--- src/hdl/relay_alarm_pkg.sv ---
// shared register map, field layout and sizes for the relay alarm output block
package relay_alarm_pkg;
   localparam int CNT_W = 16;
   localparam int VOLT_W = 16;
   // word byte addresses
   localparam logic [7:0] ADDR_CTRL = 8'h00;
   localparam logic [7:0] ADDR_UV_THR = 8'h04;
   localparam logic [7:0] ADDR_RC1_THR = 8'h08;
   localparam logic [7:0] ADDR_RC2_THR = 8'h0c;
   localparam logic [7:0] ADDR_OC_THR = 8'h10;
   localparam logic [7:0] ADDR_RC1_CNT = 8'h14;
   localparam logic [7:0] ADDR_RC2_CNT = 8'h18;
   localparam logic [7:0] ADDR_OC_CNT = 8'h1c;
   localparam logic [7:0] ADDR_ALARMS = 8'h20;
   localparam logic [7:0] ADDR_IRQ_STAT = 8'h24;
   localparam logic [7:0] ADDR_IRQ_MASK = 8'h28;
   localparam logic [7:0] ADDR_SEAL_CLR = 8'h2c;
   // ctrl fields
   localparam int CTRL_DELTA_BIT = 0;
   localparam int CTRL_LOCKOUT_FIRST_BIT = 1;
   localparam int CTRL_TGT_RESET_BIT = 2;
   localparam logic [2:0] CTRL_RESET = 3'h0;
   // alarm vector layout (alarms, status, mask, seal clear)
   localparam int NUM_ALARMS = 14;
   localparam int AL_PHASE_HS = 0;
   localparam int AL_GROUND_HS = 1;
   localparam int AL_TGT_A = 2;
   localparam int AL_TGT_B = 3;
   localparam int AL_TGT_C = 4;
   localparam int AL_UV = 5;
   localparam int AL_RECL_DIS = 6;
   localparam int AL_RC1 = 7;
   localparam int AL_RC2 = 8;
   localparam int AL_OC = 9;
   localparam int AL_PHASE_HS_SEAL = 10;
   localparam int AL_GROUND_HS_SEAL = 11;
   localparam int AL_UV_SEAL = 12;
   localparam int AL_RC_SEAL = 13;
   localparam logic [CNT_W-1:0] CNT_RESET = 16'h0000;
   localparam logic [CNT_W-1:0] THR_RESET = 16'hffff;
   localparam logic [VOLT_W-1:0] UV_THR_RESET = 16'h0000;
   localparam logic [NUM_ALARMS-1:0] MASK_RESET = 14'h0000;
endpackage

--- src/hdl/wb_reg_slave.sv ---
// classic wishbone single-cycle slave front end: one-cycle ack, error-free decode
`timescale 1ns/100ps
`default_nettype none
module wb_reg_slave (
   input wire logic i_clk,
   input wire logic i_rst_n,
   input wire logic i_wb_cyc,
   input wire logic i_wb_stb,
   input wire logic i_wb_we,
   output logic o_wb_ack,
   output logic o_wr_pulse,
   output logic o_rd_pulse
);
   logic ack_q;
   logic req;

   // ack drops the cycle after it is given, so a request held through its ack is taken once
   assign req = i_wb_cyc & i_wb_stb & ~ack_q;

   always_ff @(posedge i_clk or negedge i_rst_n) begin
      if (!i_rst_n) begin
         ack_q <= 1'b0;
      end else begin
         ack_q <= req;
      end
   end

   assign o_wb_ack = ack_q;
   assign o_wr_pulse = req & i_wb_we;
   assign o_rd_pulse = req & ~i_wb_we;
endmodule
`default_nettype wire

--- src/hdl/relay_alarm_output_logic.sv ---
// relay logical alarm outputs with wishbone settings, counters and interrupt
`timescale 1ns/100ps
`default_nettype none
module relay_alarm_output_logic #(
   parameter int CNT_W = relay_alarm_pkg::CNT_W,
   parameter int VOLT_W = relay_alarm_pkg::VOLT_W
) (
   input wire logic i_clk,
   input wire logic i_rst_n,
   input wire logic i_wb_cyc,
   input wire logic i_wb_stb,
   input wire logic i_wb_we,
   input wire logic [7:0] i_wb_adr,
   input wire logic [3:0] i_wb_sel,
   input wire logic [31:0] i_wb_dat,
   output logic [31:0] o_wb_dat,
   output logic o_wb_ack,
   input wire logic i_phase_hs_energized,
   input wire logic i_ground_hs_energized,
   input wire logic i_target_a_set,
   input wire logic i_target_b_set,
   input wire logic i_target_c_set,
   input wire logic i_target_reset_button,
   input wire logic [VOLT_W-1:0] i_volt_a,
   input wire logic [VOLT_W-1:0] i_volt_b,
   input wire logic [VOLT_W-1:0] i_volt_c,
   input wire logic [VOLT_W-1:0] i_volt_ab,
   input wire logic [VOLT_W-1:0] i_volt_bc,
   input wire logic [VOLT_W-1:0] i_volt_ca,
   input wire logic i_recloser_block_input,
   input wire logic i_reclose_op,
   input wire logic i_oc_trip_op,
   output logic o_phase_highset_trip_alarm,
   output logic o_phase_highset_trip_sealed,
   output logic o_ground_highset_trip_alarm,
   output logic o_ground_highset_trip_sealed,
   output logic o_phase_a_target_alarm,
   output logic o_phase_b_target_alarm,
   output logic o_phase_c_target_alarm,
   output logic o_single_phase_undervolt_alarm,
   output logic o_single_phase_undervolt_sealed,
   output logic o_recloser_disabled_alarm,
   output logic o_recloser_out_target,
   output logic o_reclose_count_alarm_first,
   output logic o_reclose_count_sealed_first,
   output logic o_reclose_count_alarm_second,
   output logic o_reclose_count_sealed_second,
   output logic o_overcurrent_trip_count_alarm,
   output logic o_irq
);
   localparam int NA = relay_alarm_pkg::NUM_ALARMS;

   // saturate so a busy feeder never wraps back under its threshold
   function automatic logic [CNT_W-1:0] sat_inc(input logic [CNT_W-1:0] v);
      sat_inc = (&v) ? v : v + 1'b1;
   endfunction

   // strict compare: the alarm needs one count past the setting
   function automatic logic over_thr(input logic [CNT_W-1:0] cnt, input logic [CNT_W-1:0] thr);
      over_thr = cnt > thr;
   endfunction

   // byte lanes left out of sel keep their old contents
   function automatic logic [31:0] byte_merge(input logic [31:0] old, input logic [31:0] nw,
                                              input logic [3:0] sel);
      logic [31:0] r;
      r = old;
      for (int i = 0; i < 4; i++) begin
         if (sel[i]) begin
            r[8*i +: 8] = nw[8*i +: 8];
         end
      end
      byte_merge = r;
   endfunction

   logic wr;
   logic rd;
   logic [31:0] wdat_ctrl;
   logic [2:0] ctrl_q;
   logic [VOLT_W-1:0] uv_thr_q;
   logic [CNT_W-1:0] rc1_thr_q;
   logic [CNT_W-1:0] rc2_thr_q;
   logic [CNT_W-1:0] oc_thr_q;
   logic [CNT_W-1:0] rc1_cnt_q;
   logic [CNT_W-1:0] rc2_cnt_q;
   logic [CNT_W-1:0] oc_cnt_q;
   logic tgt_a_q;
   logic tgt_b_q;
   logic tgt_c_q;
   logic phase_seal_q;
   logic ground_seal_q;
   logic uv_seal_q;
   logic rc1_seal_q;
   logic rc2_seal_q;
   logic [NA-1:0] irq_stat_q;
   logic [NA-1:0] irq_mask_q;
   logic [NA-1:0] alarms;
   logic [NA-1:0] alarms_prev_q;
   logic [NA-1:0] seal_clr;
   logic target_reset;
   logic uv_now;
   logic [31:0] rdata_q;
   logic [NA-1:0] alarm_rise;
   logic ctrl_wr;

   // a request held through its ack is taken only once
   wb_reg_slave u_wb (
      .i_clk(i_clk),
      .i_rst_n(i_rst_n),
      .i_wb_cyc(i_wb_cyc),
      .i_wb_stb(i_wb_stb),
      .i_wb_we(i_wb_we),
      .o_wb_ack(o_wb_ack),
      .o_wr_pulse(wr),
      .o_rd_pulse(rd)
   );

   function automatic logic wr_at(input logic w, input logic [7:0] a, input logic [7:0] off);
      wr_at = w && (a == off);
   endfunction

   assign ctrl_wr = wr_at(wr, i_wb_adr, relay_alarm_pkg::ADDR_CTRL);
   assign wdat_ctrl = byte_merge({29'h0, ctrl_q}, i_wb_dat, i_wb_sel);

   // remote target reset is a self-clearing control bit
   assign target_reset = i_target_reset_button |
      (ctrl_wr & wdat_ctrl[relay_alarm_pkg::CTRL_TGT_RESET_BIT]);

   always_ff @(posedge i_clk or negedge i_rst_n) begin
      if (!i_rst_n) begin
         ctrl_q <= relay_alarm_pkg::CTRL_RESET;
      end else if (ctrl_wr) begin
         // bit 2 is never stored, so it reads back as zero
         ctrl_q <= {1'b0, wdat_ctrl[1:0]};
      end
   end

   always_ff @(posedge i_clk or negedge i_rst_n) begin
      if (!i_rst_n) begin
         uv_thr_q <= relay_alarm_pkg::UV_THR_RESET;
         // all-ones keeps the count alarms quiet until software sets one
         rc1_thr_q <= relay_alarm_pkg::THR_RESET;
         rc2_thr_q <= relay_alarm_pkg::THR_RESET;
         oc_thr_q <= relay_alarm_pkg::THR_RESET;
      end else begin
         if (wr_at(wr, i_wb_adr, relay_alarm_pkg::ADDR_UV_THR)) begin
            uv_thr_q <= VOLT_W'(byte_merge(32'(uv_thr_q), i_wb_dat, i_wb_sel));
         end
         // each threshold stands alone
         if (wr_at(wr, i_wb_adr, relay_alarm_pkg::ADDR_RC1_THR)) begin
            rc1_thr_q <= CNT_W'(byte_merge(32'(rc1_thr_q), i_wb_dat, i_wb_sel));
         end
         if (wr_at(wr, i_wb_adr, relay_alarm_pkg::ADDR_RC2_THR)) begin
            rc2_thr_q <= CNT_W'(byte_merge(32'(rc2_thr_q), i_wb_dat, i_wb_sel));
         end
         if (wr_at(wr, i_wb_adr, relay_alarm_pkg::ADDR_OC_THR)) begin
            oc_thr_q <= CNT_W'(byte_merge(32'(oc_thr_q), i_wb_dat, i_wb_sel));
         end
      end
   end

   // software write presets a counter; an op in the same cycle is then dropped
   // both reclose counters see every op; only their thresholds differ
   always_ff @(posedge i_clk or negedge i_rst_n) begin
      if (!i_rst_n) begin
         rc1_cnt_q <= relay_alarm_pkg::CNT_RESET;
         rc2_cnt_q <= relay_alarm_pkg::CNT_RESET;
         oc_cnt_q <= relay_alarm_pkg::CNT_RESET;
      end else begin
         if (wr_at(wr, i_wb_adr, relay_alarm_pkg::ADDR_RC1_CNT)) begin
            rc1_cnt_q <= CNT_W'(byte_merge(32'(rc1_cnt_q), i_wb_dat, i_wb_sel));
         end else if (i_reclose_op) begin
            rc1_cnt_q <= sat_inc(rc1_cnt_q);
         end
         if (wr_at(wr, i_wb_adr, relay_alarm_pkg::ADDR_RC2_CNT)) begin
            rc2_cnt_q <= CNT_W'(byte_merge(32'(rc2_cnt_q), i_wb_dat, i_wb_sel));
         end else if (i_reclose_op) begin
            rc2_cnt_q <= sat_inc(rc2_cnt_q);
         end
         if (wr_at(wr, i_wb_adr, relay_alarm_pkg::ADDR_OC_CNT)) begin
            oc_cnt_q <= CNT_W'(byte_merge(32'(oc_cnt_q), i_wb_dat, i_wb_sel));
         end else if (i_oc_trip_op) begin
            oc_cnt_q <= sat_inc(oc_cnt_q);
         end
      end
   end

   // targets: a new fault sets over a reset in the same cycle
   always_ff @(posedge i_clk or negedge i_rst_n) begin
      if (!i_rst_n) begin
         tgt_a_q <= 1'b0;
         tgt_b_q <= 1'b0;
         tgt_c_q <= 1'b0;
      end else begin
         tgt_a_q <= i_target_a_set | (tgt_a_q & ~target_reset);
         tgt_b_q <= i_target_b_set | (tgt_b_q & ~target_reset);
         tgt_c_q <= i_target_c_set | (tgt_c_q & ~target_reset);
      end
   end

   // strict below: a reading equal to the setting is healthy
   always_comb begin
      if (ctrl_q[relay_alarm_pkg::CTRL_DELTA_BIT]) begin
         uv_now = (i_volt_ab < uv_thr_q) | (i_volt_bc < uv_thr_q) | (i_volt_ca < uv_thr_q);
      end else begin
         uv_now = (i_volt_a < uv_thr_q) | (i_volt_b < uv_thr_q) | (i_volt_c < uv_thr_q);
      end
   end

   // one vector feeds status, readback and the seal-ins
   always_comb begin
      alarms = '0;
      alarms[relay_alarm_pkg::AL_PHASE_HS] = i_phase_hs_energized;
      alarms[relay_alarm_pkg::AL_GROUND_HS] = i_ground_hs_energized;
      alarms[relay_alarm_pkg::AL_TGT_A] = tgt_a_q;
      alarms[relay_alarm_pkg::AL_TGT_B] = tgt_b_q;
      alarms[relay_alarm_pkg::AL_TGT_C] = tgt_c_q;
      alarms[relay_alarm_pkg::AL_UV] = uv_now;
      alarms[relay_alarm_pkg::AL_RECL_DIS] = i_recloser_block_input |
         ctrl_q[relay_alarm_pkg::CTRL_LOCKOUT_FIRST_BIT];
      alarms[relay_alarm_pkg::AL_RC1] = over_thr(rc1_cnt_q, rc1_thr_q);
      alarms[relay_alarm_pkg::AL_RC2] = over_thr(rc2_cnt_q, rc2_thr_q);
      alarms[relay_alarm_pkg::AL_OC] = over_thr(oc_cnt_q, oc_thr_q);
      alarms[relay_alarm_pkg::AL_PHASE_HS_SEAL] = phase_seal_q;
      alarms[relay_alarm_pkg::AL_GROUND_HS_SEAL] = ground_seal_q;
      alarms[relay_alarm_pkg::AL_UV_SEAL] = uv_seal_q;
      alarms[relay_alarm_pkg::AL_RC_SEAL] = rc1_seal_q | rc2_seal_q;
   end

   // bit 13 clears both reclose seals, which share one alarm bit
   assign seal_clr = wr_at(wr, i_wb_adr, relay_alarm_pkg::ADDR_SEAL_CLR) ? NA'(i_wb_dat) : '0;

   // seal-ins: base alarm wins over a clear in the same cycle
   always_ff @(posedge i_clk or negedge i_rst_n) begin
      if (!i_rst_n) begin
         phase_seal_q <= 1'b0;
         ground_seal_q <= 1'b0;
         uv_seal_q <= 1'b0;
         rc1_seal_q <= 1'b0;
         rc2_seal_q <= 1'b0;
      end else begin
         phase_seal_q <= alarms[relay_alarm_pkg::AL_PHASE_HS] |
            (phase_seal_q & ~seal_clr[relay_alarm_pkg::AL_PHASE_HS_SEAL]);
         ground_seal_q <= alarms[relay_alarm_pkg::AL_GROUND_HS] |
            (ground_seal_q & ~seal_clr[relay_alarm_pkg::AL_GROUND_HS_SEAL]);
         uv_seal_q <= alarms[relay_alarm_pkg::AL_UV] |
            (uv_seal_q & ~seal_clr[relay_alarm_pkg::AL_UV_SEAL]);
         rc1_seal_q <= alarms[relay_alarm_pkg::AL_RC1] |
            (rc1_seal_q & ~seal_clr[relay_alarm_pkg::AL_RC_SEAL]);
         rc2_seal_q <= alarms[relay_alarm_pkg::AL_RC2] |
            (rc2_seal_q & ~seal_clr[relay_alarm_pkg::AL_RC_SEAL]);
      end
   end

   // prev resets low, so a level already high out of reset counts as one event
   assign alarm_rise = alarms & ~alarms_prev_q;

   // interrupt: rising alarm edges are sticky; write one clears, new event wins
   always_ff @(posedge i_clk or negedge i_rst_n) begin
      if (!i_rst_n) begin
         alarms_prev_q <= '0;
         irq_stat_q <= '0;
      end else begin
         alarms_prev_q <= alarms;
         if (wr_at(wr, i_wb_adr, relay_alarm_pkg::ADDR_IRQ_STAT)) begin
            irq_stat_q <= (irq_stat_q & ~NA'(i_wb_dat)) | alarm_rise;
         end else begin
            irq_stat_q <= irq_stat_q | alarm_rise;
         end
      end
   end

   // mask gates only the line; status keeps recording behind it
   always_ff @(posedge i_clk or negedge i_rst_n) begin
      if (!i_rst_n) begin
         irq_mask_q <= relay_alarm_pkg::MASK_RESET;
      end else if (wr_at(wr, i_wb_adr, relay_alarm_pkg::ADDR_IRQ_MASK)) begin
         irq_mask_q <= NA'(byte_merge(32'(irq_mask_q), i_wb_dat, i_wb_sel));
      end
   end

   // level output: stays high until the status bit is cleared or masked
   assign o_irq = |(irq_stat_q & irq_mask_q);

   // read data registered with the ack; unmapped reads return zero
   always_ff @(posedge i_clk or negedge i_rst_n) begin
      if (!i_rst_n) begin
         rdata_q <= '0;
      end else if (rd) begin
         case (i_wb_adr)
            relay_alarm_pkg::ADDR_CTRL: rdata_q <= 32'(ctrl_q);
            relay_alarm_pkg::ADDR_UV_THR: rdata_q <= 32'(uv_thr_q);
            relay_alarm_pkg::ADDR_RC1_THR: rdata_q <= 32'(rc1_thr_q);
            relay_alarm_pkg::ADDR_RC2_THR: rdata_q <= 32'(rc2_thr_q);
            relay_alarm_pkg::ADDR_OC_THR: rdata_q <= 32'(oc_thr_q);
            relay_alarm_pkg::ADDR_RC1_CNT: rdata_q <= 32'(rc1_cnt_q);
            relay_alarm_pkg::ADDR_RC2_CNT: rdata_q <= 32'(rc2_cnt_q);
            relay_alarm_pkg::ADDR_OC_CNT: rdata_q <= 32'(oc_cnt_q);
            relay_alarm_pkg::ADDR_ALARMS: rdata_q <= 32'(alarms);
            relay_alarm_pkg::ADDR_IRQ_STAT: rdata_q <= 32'(irq_stat_q);
            relay_alarm_pkg::ADDR_IRQ_MASK: rdata_q <= 32'(irq_mask_q);
            default: rdata_q <= '0;
         endcase
      end
   end

   assign o_wb_dat = rdata_q;

   // high-set alarms pass straight through; only their seals are stored
   assign o_phase_highset_trip_alarm = alarms[relay_alarm_pkg::AL_PHASE_HS];
   assign o_phase_highset_trip_sealed = phase_seal_q;
   assign o_ground_highset_trip_alarm = alarms[relay_alarm_pkg::AL_GROUND_HS];
   assign o_ground_highset_trip_sealed = ground_seal_q;
   assign o_phase_a_target_alarm = tgt_a_q;
   assign o_phase_b_target_alarm = tgt_b_q;
   assign o_phase_c_target_alarm = tgt_c_q;
   assign o_single_phase_undervolt_alarm = alarms[relay_alarm_pkg::AL_UV];
   assign o_single_phase_undervolt_sealed = uv_seal_q;
   assign o_recloser_disabled_alarm = alarms[relay_alarm_pkg::AL_RECL_DIS];
   // front-panel indicator shares the alarm's condition
   assign o_recloser_out_target = alarms[relay_alarm_pkg::AL_RECL_DIS];
   assign o_reclose_count_alarm_first = alarms[relay_alarm_pkg::AL_RC1];
   assign o_reclose_count_sealed_first = rc1_seal_q;
   assign o_reclose_count_alarm_second = alarms[relay_alarm_pkg::AL_RC2];
   assign o_reclose_count_sealed_second = rc2_seal_q;
   assign o_overcurrent_trip_count_alarm = alarms[relay_alarm_pkg::AL_OC];
endmodule
`default_nettype wire

--- config.mk ---
export PLATFORM = sky130hd
export DESIGN_NAME = relay_alarm_output_logic
export DESIGN_NICKNAME = d
export VERILOG_FILES = /design/src/hdl/relay_alarm_pkg.sv /design/src/hdl/wb_reg_slave.sv /design/src/hdl/relay_alarm_output_logic.sv
export SDC_FILE = /design/constraint.sdc
export NUM_CORES = 1
export LEC_CHECK = 0
export ABC_CLOCK_PERIOD_IN_PS = 5600
export BUFFER_PORTS_ARGS = -buffer_cell sky130_fd_sc_hd__buf_4
export CORE_UTILIZATION = 40
export DETAILED_ROUTE_END_ITERATION = 8
export PLACE_DENSITY = 0.65
export SYNTH_ARGS = -nofsm -noshare
export SYNTH_HDL_FRONTEND = slang
export SYNTH_SLANG_ARGS = --single-unit
--- constraint.sdc ---
create_clock -name i_clk -period 5.6 [get_ports i_clk]
set_input_delay 0.84 -clock i_clk [delete_from_list [all_inputs] [get_ports i_clk]]
set_output_delay 0.84 -clock i_clk [all_outputs]
set_load 0.005 [all_outputs]
## Yosys cells after proc, flatten, opt, wreduce, memory -nomap -nowiden

Index checks and enable logic that the tools add are counted.
Widths: inputs -> output; s select.

- Bits in registers: 197
- Input port bits: 154
- Output and inout port bits: 50
- Word-level logic and storage cells: 155

- $add $sub $neg: 3
- $lt $le $gt $ge: 9
- Equal/unequal tests: 20
- Multiplexer cells: 16
- Bitwise gates (word level): 42
- Reduce and logical (&&, ||, !) cells: 36

Operators with widths:

| operator | count |
|---|---|
| $pmux 16 s11 | 1 |
| $mux 16 | 9 |
| $lt 16x16->1 | 6 |
| $add 16x1->16 const B | 3 |
| $gt 16x16->1 | 3 |
| $reduce_and 16->1 | 3 |
| $and 14x14->14 | 3 |
| $eq 8x5->1 const B | 4 |
| $eq 8x6->1 const B | 4 |
| $mux 14 | 2 |
| $not 14->14 | 2 |
| $or 14x14->14 | 2 |
| $reduce_and 2->1 | 11 |
| $ne 2x2->1 const B | 9 |
| $reduce_and 3->1 | 6 |
| $eq 8x4->1 const B | 2 |
| $mux 8 | 2 |
| $or 1x1->1 | 15 |
| $reduce_or 14->1 | 1 |
| $and 1x1->1 | 13 |
| $logic_and 1x1->1 | 11 |
| $eq 8x3->1 const B | 1 |
| $logic_not 8->1 | 1 |
| $not 1->1 | 7 |
| 3 further kinds | 5 |

## Logic depth before layout (Yosys ltp)

- Word-level depth: 9
- Gate-level depth with buffers: 9
- Depth with buffers taken out: 9

## By module

A second synthesis with hierarchy kept.

- Cells, all modules: 1297
- Area, all modules: 12273.0 µm²

Modules (own cells, without submodules):

| module | times used | cells an instance | area each (µm²) | sequential area each (µm²) |
|---|---|---|---|---|
| relay_alarm_output_logic | 1 | 1293 | 12214.2 | 4564.4 |
| wb_reg_slave | 1 | 4 | 58.8 | 25.0 |

## Least setup slack after synthesis

Ideal clock, no wire load.

- Kind: in2out
- Start: in i_volt_ab[1]
- End: out o_single_phase_undervolt_alarm
- Arrival: 2156 ps
- Data required time: 4760 ps
- Slack: 2604 ps
- Cell stages on the path: 7
- Path buffers: 0
- Path through: ha_1 > a211o_1 > a21oi_1 > o41ai_1 > o311ai_0 > nand2_1 > inv_1

- Longest elaborated chain between the ends: 4

Ends and longest elaborated chain:

| item | line | RTL |
|---|---|---|
| start, declared | relay_alarm_output_logic.sv:27 | `input wire logic [VOLT_W-1:0] i_volt_ab,` |
| $lt 16x16->1 | relay_alarm_output_logic.sv:204 | `uv_now = (i_volt_ab < uv_thr_q) \| (i_volt_bc < uv_thr_q) \| (i_volt_ca < uv_thr_q);` |
| $or 1x1->1 (2 in a row) | relay_alarm_output_logic.sv:204 |  |
| $mux 1 | relay_alarm_output_logic.sv:203 | `if (ctrl_q[relay_alarm_pkg::CTRL_DELTA_BIT]) begin` |
| end, declared | relay_alarm_output_logic.sv:40 | `output logic o_single_phase_undervolt_alarm,` |

No other way between the ends.

## Worst setup path in the final report

- Start: reg uv_thr_q[1]
- End: out o_single_phase_undervolt_alarm

- Longest elaborated chain between the ends: 4
- Elaborated cells on any way between the ends: 11
- Those cells by class: 6 x order compare; 1 x mux; 4 x bitwise

Ends and longest elaborated chain:

| item | line | RTL |
|---|---|---|
| start, declared | relay_alarm_output_logic.sv:80 | `logic [VOLT_W-1:0] uv_thr_q;` |
| start signal, assigned | relay_alarm_output_logic.sv:140 | `uv_thr_q <= relay_alarm_pkg::UV_THR_RESET;` |
| start signal, assigned | relay_alarm_output_logic.sv:147 | `uv_thr_q <= VOLT_W'(byte_merge(32'(uv_thr_q), i_wb_dat, i_wb_sel));` |
| $lt 16x16->1, on equally long branches | relay_alarm_output_logic.sv:206, relay_alarm_output_logic.sv:204 |  |
| $or 1x1->1, on equally long branches (2 in a row) | relay_alarm_output_logic.sv:206, relay_alarm_output_logic.sv:204 |  |
| $mux 1 (*) | relay_alarm_output_logic.sv:203 |  |

Every way passes the cells marked *; elsewhere a longest branch is shown, timed or not.

==> run_results.csv <==
group,metric,value,unit
layout,drive_above_1_share,24.9,%
global_route,antenna_found_initial,0,
synth,synth.distinct_cells,73,
critical_path,path_cells,"inv_1 -> ha_1 -> a211o_1 -> a21oi_1 -> o41ai_1 -> o311ai_0 -> nand2_1 -> inv_1 -> buf_4",
routing,drtIter0Drc,944,
synth,avgSynthCellArea,9.50,sq um
place,place_ws,1.60,ns
clock_tree,clk_latency,0.43,ns
synth,synth_top_area_share,27.0,%
layout,nets,1729,
pwr,seqPwrFrac,44.9,%
timing,skew,0.00635,ns
timing,setup_viol,0,
global_route,first_global_vias,10500,
critical_path,cp_slowest_stage_delay,0.69,ns
timing,hold_viol,0,
pwr,p_comb_share,21.6,%
routing,dr.pass1.iters,8,
pwr,power.switching,1.14,mW
synth,yosys.area.top_type,"dfrtp_1",
synth,synth_edf_count,0,
place,placed_cell_area,0.0137,sq mm
timing,maxSlewViolCount,0,
pwr,p_per_area,248,mW/mm^2
floorplan,die_y,177,um
critical_path,critPathKind,"flop to output pin",
place,gp_congestion,0.926,
status,status,"complete, no violations",
critical_path,cp_max_fo,6,
synth,syn-instance-count,1295,
clock_tree,ctsResizeCount,0,
global_route,grt_pass1_wl,60000,um
global_route,grt_usage,25.1,%
critical_path,cp_common_cell,"inv_1",
min_path,hold_class,"input port to asynchronous set/reset pin",
routing,routed_wl,39600,um
clock_tree,clkTransAtPathRegs,0.07,ns
pwr,internal_power,2.42,mW
clock_tree,cts_setup_buffers,0,
critical_path,critPathTopFamily,"compound AO/OA/AOI/OAI gates",
critical_path,r2r-start,"uv_thr_q[1]$_DFFE_PN0P_",
clock_tree,cts_tree,"done",
pwr,pwr-share-clk,33.5,%
clock_tree,cts.sinks,181,
pwr,total_leakage_power,6.40,nW
timing,fin_tns_setup,0,ns
place,dp_cells,1805,
synth,yosys_warnings,0,
flow_run,maxCapViolCount,0,
pwr,swShare,32.0,%
global_route,grt-ovfl-total,0,
timing,relSlewSlack,20.2,%
place,port-buffer-count,169,
floorplan,die_w,177,um
critical_path,endpoint_kind,"output pin",
timing,period_needed,4.26,ns
pwr,vdd_ir_drop_max,194,uV
synth,ys.flop_type,"dfrtp_1",
synth,synthArstFlopShare,100,%
floorplan,io_pins,204,
clock_tree,htreeDepth,4,
floorplan,rows,63,
timing,rsz0062_at_grt,"no",
clock_tree,clk_root_buffer_cell,"clkbuf_16",
routing,vias_per_cell,5.99,
layout,n_antenna_cell,0,
synth,synth_seq_cells,181,
synth,synth.top_cells.by_area,"dfrtp_1 (27%), ha_1 (14%), dfstp_2 (10%)",
layout,area_growth,16.4,%
routing,post-route-drc-count,0,
clock_tree,cts_hold_buf,0,
critical_path,critPathLaunch,"uv_thr_q[1]$_DFFE_PN0P_",
layout,final_area,0.0143,sq mm
synth,ys_seq_area_share,37.3,%
clock_tree,cts_buffers,17,
synth,synthesis.area,0.0123,sq mm
pwr,total_power,3.55,mW
timing,fin_ws,1.34,ns
critical_path,crit_buf_inv,3,
timing,fin_crit_sh,76.1,%
critical_path,worst_ep_arrival_time,3.42,ns
routing,drtAntennaViolNets,0,
place,hpwl,30100,um
floorplan,dieArea,0.0315,sq mm
routing,route.vias.total,11000,
critical_path,critical_path_required,4.76,ns
floorplan,core,0.0300,sq mm
global_route,grt_start_max_net_pins,86,
clock_tree,max-clock-path-buffers,2,
timing,worst_pin_slew,1.20,ns
routing,wl_per_cell,21.5,um
critical_path,critical-path-slowest-cell,"o311ai_0",
floorplan,initial_utilization,41.1,%
critical_path,critical_path.startpoint_type,"flop",
layout,instances_no_fill,1837,
timing,fmax,235,MHz
==> metal layers <==
layer,wire [um],track usage (%),vias up
li1,-,-,5065
met2,18000,39.9,568
met1,16600,34.2,5305
met5,0,0,-
met4,1230,9.37,0
met3,3730,4.31,73
==> power by group through the flow <==
stage	logic (mW)	clock network (mW)	registers (mW)
6_report	0.769	1.19	1.59
5_1_grt	0.873	1.25	1.61
4_1_cts	0.768	1.20	1.58
3_5_place_dp	0.762	0	1.61
3_3_place_gp	0.734	0	1.60
2_1_floorplan	0.484	0	1.54
==> per-stage QoR <==
stage               utilization (%)  hold slack, ns
floorplan                         -           0.400
global placement               45.9           0.404
detailed placement             45.9           0.409
CTS                            47.8           0.409
global route                   47.8           0.427
finish                         47.8           0.412
==> worst register-to-register path, cell delays in order (launching register included) <==
cell,delay (ns)
dfrtp_1,0.45
inv_1,0.25
ha_1,0.28
a211o_1,0.25
a21oi_1,0.29
o41ai_1,0.13
o311ai_0,0.69
nand2_1,0.30
o21ai_0,0.23
==> final cells by class <==
class	count	area (sq um)
Multi-Input combinational cell	974	7030
Fill cell	2817	15600
Sequential cell	181	4590
Clock buffer	23	478
Inverter	84	315
Clock inverter	9	95.1
Timing Repair Buffer	176	1330
Tap cell	390	488
==> path summary, 6_finish.rpt <==
path | endpoint | slack [ns] | cells after the start
hold / removal | alarms_prev_q[8]$_DFF_PN0_ | 0.41 | 1
setup reg to reg | irq_stat_q[5]$_DFF_PN0_ | 2.66 | 8
setup / recovery | o_single_phase_undervolt_alarm | 1.34 | 9
min in group i_clk | irq_stat_q[1]$_DFF_PN0_ | 0.42 | 1
max in group asynchronous | irq_mask_q[4]$_DFFE_PN0P_ | 4.06 | 2
hold reg to reg | irq_stat_q[1]$_DFF_PN0_ | 0.42 | 1
==> synth_stat cells, drive strengths merged (2+ instances only) <==
cell,instances
ha,141
dfrtp,133
nand2,123
a21oi,117
o21ai,94
inv,84
mux2,75
nor2,60
dfstp,48
buf,45
a22oi,42
nand3,42
a22o,32
nand4,31
a21o,25
clkbuf,25
o22ai,22
a221oi,19
nor3,18
and3,16
nand2b,9
nor2b,9
a222oi,8
or2,7
a211oi,6
a31oi,5
and4,5
o21a,5
nor3b,4
o31ai,4
or4b,4
a2bb2oi,3
a41oi,3
and2,3
nor4,3
a211o,2
a221o,2
o211ai,2
o21bai,2
or4,2
==> cell usage in the layout, fill, tap and decap left out, types with 48 or more instances in the layout <==
cell     netlist  layout
mux2_2        72      72
nand2_1      112     112
ha_1         141     141
dfrtp_1      133     133
a21oi_1      114     114
dfstp_2       48      48
nor2_1        51      51
inv_1         84      84
o21ai_0       92      92
buf_4         28     175
==> registers in the layout, summed over array words and instances (netlist names) <==
signal                           cells
o_wb_dat                            16
oc_cnt_q                            16
oc_thr_q                            16
rc1_cnt_q                           16
rc1_thr_q                           16
rc2_cnt_q                           16
rc2_thr_q                           16
uv_thr_q                            16
alarms_prev_q                       14
irq_mask_q                          14
irq_stat_q                          14
ctrl_q                               2
o_ground_highset_trip_sealed         1
o_phase_a_target_alarm               1
o_phase_b_target_alarm               1
o_phase_c_target_alarm               1
o_phase_highset_trip_sealed          1
o_reclose_count_sealed_first         1
o_reclose_count_sealed_second        1
o_single_phase_undervolt_sealed      1
u_wb.o_wb_ack                        1
==> kinds of logic after synthesis <==
| kind of cell | Yosys count | synth area share, % |
|---|---|---|
| other | 1 | 0.0305 |
| adder cells (fa/ha/maj) | 141 | 14.3 |
| multiplexers | 76 | 6.94 |
| AO/OA/AOI/OAI | 401 | 21.1 |
| flip-flops | 181 | 37.3 |
| AND/OR/NAND/NOR | 340 | 14.2 |
| buffers and inverters | 155 | 6.06 |
No activity file was read; power rests on OpenSTA's default activity.
